**config.mk**
```make
export PLATFORM = sky130hd
export DESIGN_NAME = aobc_top
export DESIGN_NICKNAME = d
export VERILOG_FILES = /design/src/aobc_pkg.sv /design/src/aobc_top.sv
export SDC_FILE = /design/constraint.sdc
export NUM_CORES = 1
export LEC_CHECK = 0
export BUFFER_PORTS_ARGS = -buffer_cell sky130_fd_sc_hd__buf_4
export CORE_MARGIN = 10
export CORE_UTILIZATION = 64
export DETAILED_ROUTE_END_ITERATION = 16
export PLACE_DENSITY = 0.87
export SYNTH_ARGS = -nofsm -noshare
export SYNTH_HDL_FRONTEND = slang
export SYNTH_SLANG_ARGS = --single-unit
```
**constraint.sdc**
```tcl
create_clock -name i_clk -period 7.3 [get_ports i_clk]
set_clock_uncertainty 0.1 [all_clocks]
set_input_delay 0.365 -clock i_clk [delete_from_list [all_inputs] [get_ports i_clk]]
set_output_delay 0.365 -clock i_clk [all_outputs]
set_load 0.05 [all_outputs]
```
**src/aobc_pkg.sv**
```systemverilog
package aobc_pkg;

    // register byte offsets on the local bus
    localparam logic [7:0] OFS_OPS = 8'h3c;
    localparam logic [7:0] OFS_THR = 8'h40;
    localparam logic [7:0] OFS_CNT = 8'h44;
    localparam logic [7:0] OFS_WPORT = 8'h48;

    // output_buffer_operations bit positions
    localparam int B_CLK_RDY = 6;
    localparam int B_CIRC = 8;
    localparam int B_LOAD_REQ = 9;
    localparam int B_LOAD_RDY = 10;
    localparam int B_CLEAR = 11;
    localparam int B_EMPTY = 12;
    localparam int B_THR = 13;
    localparam int B_FULL = 15;
    localparam int B_OVR = 16;
    localparam int B_FOVR = 17;
    localparam int B_BURST_RDY = 18;
    localparam int B_BURST_EN = 19;
    localparam int B_SW_FIRE = 20;
    localparam int B_SWAP = 21;

    // output_fifo_threshold flag position, write port marker position
    localparam int B_THR_FLAG = 19;
    localparam int B_EOF = 16;

    // fill count and threshold field width, fifo depth
    localparam int CNT_W = 19;
    localparam int FIFO_DEPTH = 8;

    // values after reset, and the write mask of the misc field
    localparam logic [CNT_W-1:0] THR_RESET = 19'h3fffe;
    localparam logic [7:0] MISC_MASK = 8'h33;
    localparam logic [7:0] MISC_RESET = 8'h03;
    localparam logic DMA_CH_IN_DEF = 1'h0;
    localparam logic DMA_CH_OUT_DEF = 1'h1;

    typedef struct packed {
        logic wr;
        logic rd;
        logic [7:0] addr;
        logic [31:0] wdata;
    } aobc_bus_req_t;

    typedef struct packed {
        logic eof;
        logic [15:0] data;
    } aobc_sample_t;

endpackage

```
**src/aobc_top.sv**
```systemverilog
module aobc_fifo #(
    parameter int WIDTH = 17,
    parameter int DEPTH = 8,
    parameter int CNT_W = 19
) (
    input wire logic i_clk,
    input wire logic i_srst,
    input wire logic i_clear,
    input wire logic i_s_valid,
    output logic o_s_ready,
    input wire logic [WIDTH-1:0] i_s_data,
    output logic o_m_valid,
    input wire logic i_m_ready,
    output logic [WIDTH-1:0] o_m_data,
    output logic [CNT_W-1:0] o_count
);
    localparam int PW = (DEPTH > 1) ? $clog2(DEPTH) : 1;
    localparam logic [CNT_W-1:0] FULL_CNT = CNT_W'(DEPTH);
    localparam logic [PW-1:0] LAST = PW'(DEPTH - 1);

    typedef struct packed {
        logic [DEPTH-1:0][WIDTH-1:0] mem;
        logic [PW-1:0] rd;
        logic [PW-1:0] wr;
        logic [CNT_W-1:0] cnt;
    } aobc_fifo_state_t;

    aobc_fifo_state_t st;
    aobc_fifo_state_t next_st;
    logic do_push;
    logic do_pop;

    function automatic logic [PW-1:0] bump(input logic [PW-1:0] p);
        bump = (p == LAST) ? '0 : p + 1'b1;
    endfunction

    // a full fifo still takes a word when one leaves in the same cycle
    assign o_m_valid = (st.cnt != '0);
    assign o_s_ready = (st.cnt != FULL_CNT) | i_m_ready;
    assign o_m_data = st.mem[st.rd];
    assign o_count = st.cnt;
    assign do_push = i_s_valid & o_s_ready;
    assign do_pop = o_m_valid & i_m_ready;

    always_comb begin
        next_st = st;
        if (do_push) begin
            next_st.mem[st.wr] = i_s_data;
            next_st.wr = bump(st.wr);
        end
        if (do_pop) begin
            next_st.rd = bump(st.rd);
        end
        if (do_push && !do_pop) begin
            next_st.cnt = st.cnt + 1'b1;
        end else if (do_pop && !do_push) begin
            next_st.cnt = st.cnt - 1'b1;
        end
        if (i_clear) begin
            next_st.rd = '0;
            next_st.wr = '0;
            next_st.cnt = '0;
        end
    end

    always_ff @(posedge i_clk) begin
        if (i_srst) begin
            st <= '0;
        end else begin
            st <= next_st;
        end
    end
endmodule

// What this block does
// RULE1 - load-request bit asks circular access, self-clears
// RULE2 - load-ready set when frame index wraps
// RULE3 - clear bit empties fifo, then drops
// RULE4 - empty flag high with no values
// RULE5 - full flag high at capacity
// RULE6 - writing full fifo sets overrun error
// RULE7 - writing closed buffer sets frame error
// RULE8 - error bits stay until written low
// RULE9 - burst-ready shows trigger acceptance; else ignored
// RULE10 - burst-enable bit turns on burst, resets low
// RULE11 - software fire gives one trigger, self-clears
// RULE12 - swap bit exchanges demand dma channels
// RULE13 - operations register copies threshold flag
// RULE14 - write word: sample low, marker bit
// RULE15 - write port reads back zero
// RULE16 - fill count reports values held
// RULE17 - threshold field writable, resets 3fffe
// RULE18 - threshold flag when count exceeds threshold
// RULE19 - circular-mode bit selects recirculating buffer
// RULE20 - circular mode writes drained values back
// RULE21 - frame index counts pops, wraps at marker
module aobc_top #(
    parameter int DEPTH = aobc_pkg::FIFO_DEPTH
) (
    input wire logic i_clk,
    input wire logic i_srst,
    input wire aobc_pkg::aobc_bus_req_t i_bus,
    output logic [31:0] o_rdata,
    output logic o_rvalid,
    input wire logic i_bcr_sw_fire,
    input wire logic i_ext_trigger,
    input wire logic i_sample_tick,
    input wire logic i_sample_ready,
    output aobc_pkg::aobc_sample_t o_sample,
    output logic o_sample_valid,
    output logic o_trigger,
    output logic o_write_ready,
    output logic o_in_dma_chan,
    output logic o_out_dma_chan
);
    localparam int CW = aobc_pkg::CNT_W;
    localparam int SW = $bits(aobc_pkg::aobc_sample_t);
    localparam logic [CW-1:0] FULL_CNT = CW'(DEPTH);

    typedef struct packed {
        logic [7:0] misc;
        logic circ;
        logic load_req;
        logic load_rdy;
        logic clear;
        logic ovr;
        logic fovr;
        logic burst_en;
        logic sw_fire;
        logic swap;
        logic bursting;
        logic trigger;
        logic [CW-1:0] thr;
        logic [CW-1:0] frame_idx;
        logic [31:0] rdata;
        logic rvalid;
        aobc_pkg::aobc_sample_t smp;
        logic smp_valid;
        logic in_ch;
        logic out_ch;
        logic wr_ready;
    } aobc_top_state_t;

    localparam aobc_top_state_t ST_RESET = '{
        misc: aobc_pkg::MISC_RESET,
        thr: aobc_pkg::THR_RESET,
        in_ch: aobc_pkg::DMA_CH_IN_DEF,
        out_ch: aobc_pkg::DMA_CH_OUT_DEF,
        wr_ready: 1'b1,
        default: '0
    };

    aobc_top_state_t st;
    aobc_top_state_t next_st;

    logic ops_wr;
    logic thr_wr;
    logic port_wr;
    logic closed;
    logic pop;
    logic recirc;
    logic push_valid;
    logic [SW-1:0] push_data;
    logic fifo_s_ready;
    logic fifo_m_valid;
    logic fifo_m_ready;
    logic [SW-1:0] fifo_m_data;
    logic [CW-1:0] cnt;
    aobc_pkg::aobc_sample_t pop_smp;
    aobc_pkg::aobc_sample_t host_smp;
    logic empty;
    logic full;
    logic thr_flag;
    logic burst_rdy;
    logic fire;
    logic [31:0] ops_word;

    assign ops_wr = i_bus.wr && (i_bus.addr == aobc_pkg::OFS_OPS);
    assign thr_wr = i_bus.wr && (i_bus.addr == aobc_pkg::OFS_THR);
    assign port_wr = i_bus.wr && (i_bus.addr == aobc_pkg::OFS_WPORT);
    // upper bits of a write port word are dropped
    assign host_smp = aobc_pkg::aobc_sample_t'(i_bus.wdata[16:0]); // RULE14
    assign closed = st.circ & ~st.load_rdy; // RULE7
    // drain on a sample tick when the output sample is empty or taken and no clear runs; in burst mode only while a frame runs
    assign fifo_m_ready = i_sample_tick & (~st.smp_valid | i_sample_ready)
        & (~st.burst_en | st.bursting) & ~st.clear; // RULE10
    assign pop = fifo_m_valid & fifo_m_ready;
    assign pop_smp = aobc_pkg::aobc_sample_t'(fifo_m_data);
    assign recirc = pop & closed; // RULE20
    assign push_valid = recirc | (port_wr & ~closed & ~st.clear);
    assign push_data = recirc ? fifo_m_data : host_smp; // RULE20
    assign empty = (cnt == '0); // RULE4
    assign full = (cnt == FULL_CNT); // RULE5
    assign thr_flag = (cnt > st.thr); // RULE18
    assign burst_rdy = st.burst_en & ~st.bursting & ~empty & ~st.clear; // RULE9
    assign fire = st.sw_fire | i_bcr_sw_fire | i_ext_trigger;

    aobc_fifo #(
        .WIDTH(SW),
        .DEPTH(DEPTH),
        .CNT_W(CW)
    ) u_fifo (
        .i_clk(i_clk),
        .i_srst(i_srst),
        .i_clear(st.clear), // RULE3
        .i_s_valid(push_valid),
        .o_s_ready(fifo_s_ready),
        .i_s_data(push_data),
        .o_m_valid(fifo_m_valid),
        .i_m_ready(fifo_m_ready),
        .o_m_data(fifo_m_data),
        .o_count(cnt)
    );

    always_comb begin
        ops_word = '0;
        ops_word[7:0] = st.misc;
        ops_word[aobc_pkg::B_CLK_RDY] = 1'b1;
        ops_word[aobc_pkg::B_CIRC] = st.circ;
        ops_word[aobc_pkg::B_LOAD_REQ] = st.load_req;
        ops_word[aobc_pkg::B_LOAD_RDY] = st.load_rdy;
        ops_word[aobc_pkg::B_CLEAR] = st.clear;
        ops_word[aobc_pkg::B_EMPTY] = empty; // RULE4
        ops_word[aobc_pkg::B_THR] = thr_flag; // RULE13
        ops_word[aobc_pkg::B_FULL] = full; // RULE5
        ops_word[aobc_pkg::B_OVR] = st.ovr;
        ops_word[aobc_pkg::B_FOVR] = st.fovr;
        ops_word[aobc_pkg::B_BURST_RDY] = burst_rdy; // RULE9
        ops_word[aobc_pkg::B_BURST_EN] = st.burst_en;
        ops_word[aobc_pkg::B_SW_FIRE] = st.sw_fire;
        ops_word[aobc_pkg::B_SWAP] = st.swap;
    end

    always_comb begin
        next_st = st;
        next_st.clear = 1'b0; // RULE3
        next_st.sw_fire = 1'b0; // RULE11
        next_st.trigger = fire; // RULE11
        if (fire && burst_rdy) begin
            next_st.bursting = 1'b1; // RULE9
        end
        // frame index and end of frame handling
        if (pop) begin
            if (pop_smp.eof) begin
                next_st.frame_idx = '0; // RULE21
                next_st.bursting = 1'b0;
            end else begin
                next_st.frame_idx = st.frame_idx + 1'b1; // RULE21
            end
        end
        if (!st.burst_en) begin
            next_st.bursting = 1'b0;
        end
        if (st.clear) begin
            next_st.frame_idx = '0;
        end
        // loading finishes with the new frame's marker word
        if (port_wr && st.load_rdy && host_smp.eof) begin
            next_st.load_req = 1'b0; // RULE1
            next_st.load_rdy = 1'b0;
        end
        if (ops_wr) begin
            next_st.misc = i_bus.wdata[7:0] & aobc_pkg::MISC_MASK;
            next_st.circ = i_bus.wdata[aobc_pkg::B_CIRC]; // RULE19
            next_st.load_req = i_bus.wdata[aobc_pkg::B_LOAD_REQ]; // RULE1
            next_st.clear = i_bus.wdata[aobc_pkg::B_CLEAR]; // RULE3
            next_st.ovr = i_bus.wdata[aobc_pkg::B_OVR]; // RULE8
            next_st.fovr = i_bus.wdata[aobc_pkg::B_FOVR]; // RULE8
            next_st.burst_en = i_bus.wdata[aobc_pkg::B_BURST_EN]; // RULE10
            next_st.sw_fire = i_bus.wdata[aobc_pkg::B_SW_FIRE]; // RULE11
            next_st.swap = i_bus.wdata[aobc_pkg::B_SWAP]; // RULE12
        end
        if (pop && pop_smp.eof && st.circ && st.load_req) begin
            next_st.load_rdy = 1'b1; // RULE2
        end
        if (!next_st.circ) begin
            next_st.load_rdy = 1'b0;
        end
        if (thr_wr) begin
            next_st.thr = i_bus.wdata[CW-1:0]; // RULE17
        end
        // hardware set wins over a software clear in the same cycle
        if (port_wr && !closed && !fifo_s_ready && !st.clear) begin
            next_st.ovr = 1'b1; // RULE6
        end
        if (port_wr && closed) begin
            next_st.fovr = 1'b1; // RULE7
        end
        next_st.rvalid = i_bus.rd;
        next_st.rdata = '0;
        if (i_bus.rd) begin
            case (i_bus.addr)
                aobc_pkg::OFS_OPS: next_st.rdata = ops_word;
                aobc_pkg::OFS_THR: next_st.rdata = {12'h000, thr_flag, st.thr};
                aobc_pkg::OFS_CNT: next_st.rdata = {13'h0000, cnt}; // RULE16
                aobc_pkg::OFS_WPORT: next_st.rdata = '0; // RULE15
                default: next_st.rdata = '0;
            endcase
        end
        if (pop) begin
            next_st.smp = pop_smp;
            next_st.smp_valid = 1'b1;
        end else if (i_sample_ready) begin
            next_st.smp_valid = 1'b0;
        end
        next_st.in_ch = st.swap ? aobc_pkg::DMA_CH_OUT_DEF
                                : aobc_pkg::DMA_CH_IN_DEF; // RULE12
        next_st.out_ch = st.swap ? aobc_pkg::DMA_CH_IN_DEF
                                 : aobc_pkg::DMA_CH_OUT_DEF; // RULE12
        next_st.wr_ready = ~closed & ~full;
    end

    always_ff @(posedge i_clk) begin
        if (i_srst) begin
            st <= ST_RESET;
        end else begin
            st <= next_st;
        end
    end

    assign o_rdata = st.rdata;
    assign o_rvalid = st.rvalid;
    assign o_sample = st.smp;
    assign o_sample_valid = st.smp_valid;
    assign o_trigger = st.trigger;
    assign o_write_ready = st.wr_ready;
    assign o_in_dma_chan = st.in_ch;
    assign o_out_dma_chan = st.out_ch;
endmodule

```
==> impl_metrics.env <==
export IMPL_outcome="finished, final reports clean"
export IMPL_coreArea_um2=17200
export IMPL_cts_buffers=25
export IMPL_grt_pass1_vias=8915
export IMPL_finalWorstSetupSlack_ns=1.74
export IMPL_reg2regPathDepth=15
export IMPL_ys_ff_latch=239
export IMPL_hold_ws_ns=0.0210
export IMPL_gr_usage_met3_pct=5.11
export IMPL_synth_distinct_cells=69
export IMPL_cts_max_level=1
export IMPL_place_hpwl_mm=19.7
export IMPL_worst_setup_path_end_kind="flip-flop"
export IMPL_drv_cap=0
export IMPL_die_h_um=153
export IMPL_gp_congestion=0.898
export IMPL_diodes=0
export IMPL_netlist_area_um2=11200
export IMPL_dieArea_um2=23300
export IMPL_synthesis_instances=1098
export IMPL_irDropWorstVdd_uv=364
export IMPL_cts_sinks=239
export IMPL_async_flop_share_pct=0
export IMPL_p_per_area_nw_per_um2=302
export IMPL_drt_iter0_markers=939
export IMPL_clockRootBuffer="clkbuf_16"
export IMPL_cp_arrival_ns=5.84
export IMPL_worstSetupEndpoint="u_fifo.o_count[18]$_SDFFE_PP0P_"
export IMPL_die_x_um=153
export IMPL_antenna_left=0
export IMPL_met1_usage_pct=31.4
export IMPL_fin_util_pct=72.8
export IMPL_synth_ff_type="dfxtp_1"
export IMPL_slew_viol_final=0
export IMPL_r2r_start="u_fifo.o_count[0]$_SDFFE_PP0P_"
export IMPL_vias_per_cell=6.56
export IMPL_hold_class="primary input to flip-flop"
export IMPL_start_kind="flip-flop"
export IMPL_io_pins=103
export IMPL_port_buffers=82
export IMPL_grt_pass1_wl_mm=48.3
export IMPL_firstDrtPassIters=8
export IMPL_cts_tree="yes"
export IMPL_setup_violations=0
export IMPL_seq_area_frac_synth_pct=42.6
export IMPL_antenna_found_initial=0
export IMPL_initial_utilization_pct=65.2
export IMPL_track_usage_pct=24.8
export IMPL_grt_ovfl_total=0
export IMPL_required_ns=7.58
export IMPL_critPathMaxFanout=38
export IMPL_cts_resized=0
export IMPL_grt_max_degree=68
export IMPL_hold_viol=0
export IMPL_drc=0
export IMPL_rsz0062_at_grt="no"
export IMPL_maxSlewHeadroom_pct=23.3
export IMPL_worst_pin_slew_ns=1.15
export IMPL_top_usage_layer="met2"
export IMPL_drive_above_1_share_pct=18.9
export IMPL_r2r_end="u_fifo.o_count[18]$_SDFFE_PP0P_"
export IMPL_p_leak_nw=4.88
export IMPL_synth_edff_count=0
export IMPL_power_total_w=0.00379
export IMPL_routedWlPerCell_um=22.4
export IMPL_fin_crit_sh_pct=76.1
export IMPL_cp_startpoint="u_fifo.o_count[0]$_SDFFE_PP0P_"
export IMPL_wl_mm=30.5
export IMPL_crit_type="flip-flop to flip-flop"
export IMPL_max_freq_mhz=180
export IMPL_final_nets=1212
export IMPL_clk_pin_slew_worst_paths_ns=0.06
export IMPL_grt_met2_usage_pct=41.0
export IMPL_core_rowCount=48
export IMPL_vias=8962
export IMPL_syn_avg_cell_area_um2=10.2
export IMPL_rrSetupSlack_ns=1.74
export IMPL_setup_tns_ns=0
export IMPL_clock_latency_ns=0.52
export IMPL_synth_warnings=0
export IMPL_clockBufferDepth=3
export IMPL_pre_cts_slack_ns=1.93
export IMPL_fin_crit_ns=5.56
export IMPL_synthToLayoutAreaGrowth_pct=11.7
[where the power goes]
part           switching, W  total (W)  leakage (nW)  internal (W)
Combinational      0.000620    0.00101          2.54      0.000393
Clock              0.000543    0.00132         0.405      0.000772
Sequential         0.000102    0.00147          1.93       0.00136
Total               0.00127    0.00379          4.88       0.00253
[flip-flops by register name, indices dropped and copies added, names as in the netlist, 13 cells and up]
register        flops
o_rdata            22
o_sample           17
ops_word           13
st                 20
u_fifo.o_count     19
u_fifo.st         142
[worst max-delay path, cell delays in order, from the launching register on]
cell	delay, ns
dfxtp_1	0.41
nor4_1	0.34
nand3_1	0.44
nor3_1	0.75
nor2b_2	0.08
buf_4	0.29
inv_1	0.27
ha_1	0.27
inv_1	0.32
fa_1	0.53
a21o_1	0.20
a221oi_1	0.53
o21bai_1	0.27
a211oi_1	0.37
o31ai_1	0.12
nor3b_1	0.15
[through the flow]
stage                     instances  area (um^2)
final                          1366        12500
after global placement         1309        11600
after global routing           1366        12500
after floorplan                1107        11300
after CTS                      1366        12500
after detailed placement       1309        11600
[how the worst min path moves through the flow]
stage,from,endpoint,cells after the start
floorplan,ops_word[21]$_SDFFE_PP0P_,o_out_dma_chan$_SDFF_PP1_,1
global placement,ops_word[21]$_SDFFE_PP0P_,o_out_dma_chan$_SDFF_PP1_,1
detailed placement,u_fifo.st[76]$_SDFFE_PP0P_,u_fifo.st[76]$_SDFFE_PP0P_,1
CTS,i_bus[12],st[85]$_SDFFE_PP1P_,3
global route,i_bus[8],st[81]$_SDFFE_PP1P_,2
finish,i_bus[12],st[85]$_SDFFE_PP1P_,3
[cell type report]
cell class	count	area [um^2]
fillers	1160	4690
multi-input cells	721	5710
clock buffers	31	678
flip-flops and latches	239	4790
inverters	32	120
well taps	225	282
repair buffers	103	801
clock inverters	15	174
[per-layer routing]
layer | vias to the layer above | part of all wire (%)
li1 | 4108 | -
met2 | 456 | 48
met5 | - | 0
met4 | 0 | 2.9
met1 | 4318 | 40
met3 | 80 | 8.2
[repair_timing]
item,CTS,global route
buffers inserted,0,0
hold buffers,11,0
endpoints found under the hold margin,11,0
[cell usage in the layout, fill, tap and decap left out, types with 25 or more instances in the layout]
| cell type | Yosys | final |
|---|---|---|
| dfxtp_1 | 239 | 238 |
| o2bb2ai_1 | 135 | 135 |
| buf_4 | 52 | 92 |
| nand2_1 | 87 | 87 |
| nor2_1 | 84 | 84 |
| a21oi_1 | 43 | 43 |
| ha_1 | 41 | 41 |
| mux4_2 | 34 | 34 |
| inv_1 | 32 | 32 |
| clkbuf_16 | 0 | 25 |
[cell families (layout without fill, tap and decap cells)]
kind of cell / Yosys count / count (layout) / share of synthesized area, %
compound gates: 304 / 304 / 22.1
xor+xnor: 12 / 12 / 0.935
fa+ha+maj: 42 / 42 / 4.74
buf+inv: 147 / 181 / 7.06
flops: 239 / 239 / 42.6
mux: 57 / 57 / 8.86
other cells: 1 / 10 / 0.0334
simple gates: 296 / 296 / 13.7
[synth_stat cells (6+ instances only)]
cell type / count / area (um^2)
o2bb2ai_1: 135 / 1180
buf_1: 9 / 33.8
inv_1: 32 / 120
buf_4: 52 / 390
nand4_1: 6 / 37.5
o21ai_0: 17 / 85.1
mux2i_1: 23 / 230
nand3b_1: 19 / 143
a21o_1: 9 / 67.6
a211oi_1: 18 / 135
dfxtp_1: 239 / 4780
nor4_1: 12 / 75.1
clkbuf_1: 37 / 139
nor2_1: 84 / 315
a222oi_1: 13 / 130
a21oi_1: 43 / 215
nor3_1: 12 / 60.1
and3_1: 8 / 50.1
mux4_2: 34 / 766
a21oi_2: 17 / 149
nand2b_1: 8 / 50.1
nand3_1: 17 / 85.1
ha_1: 41 / 513
buf_2: 13 / 65.1
nor2b_1: 11 / 68.8
xor2_1: 8 / 70.1
nand2_1: 87 / 327
Power figures use the tool's default switching activity.
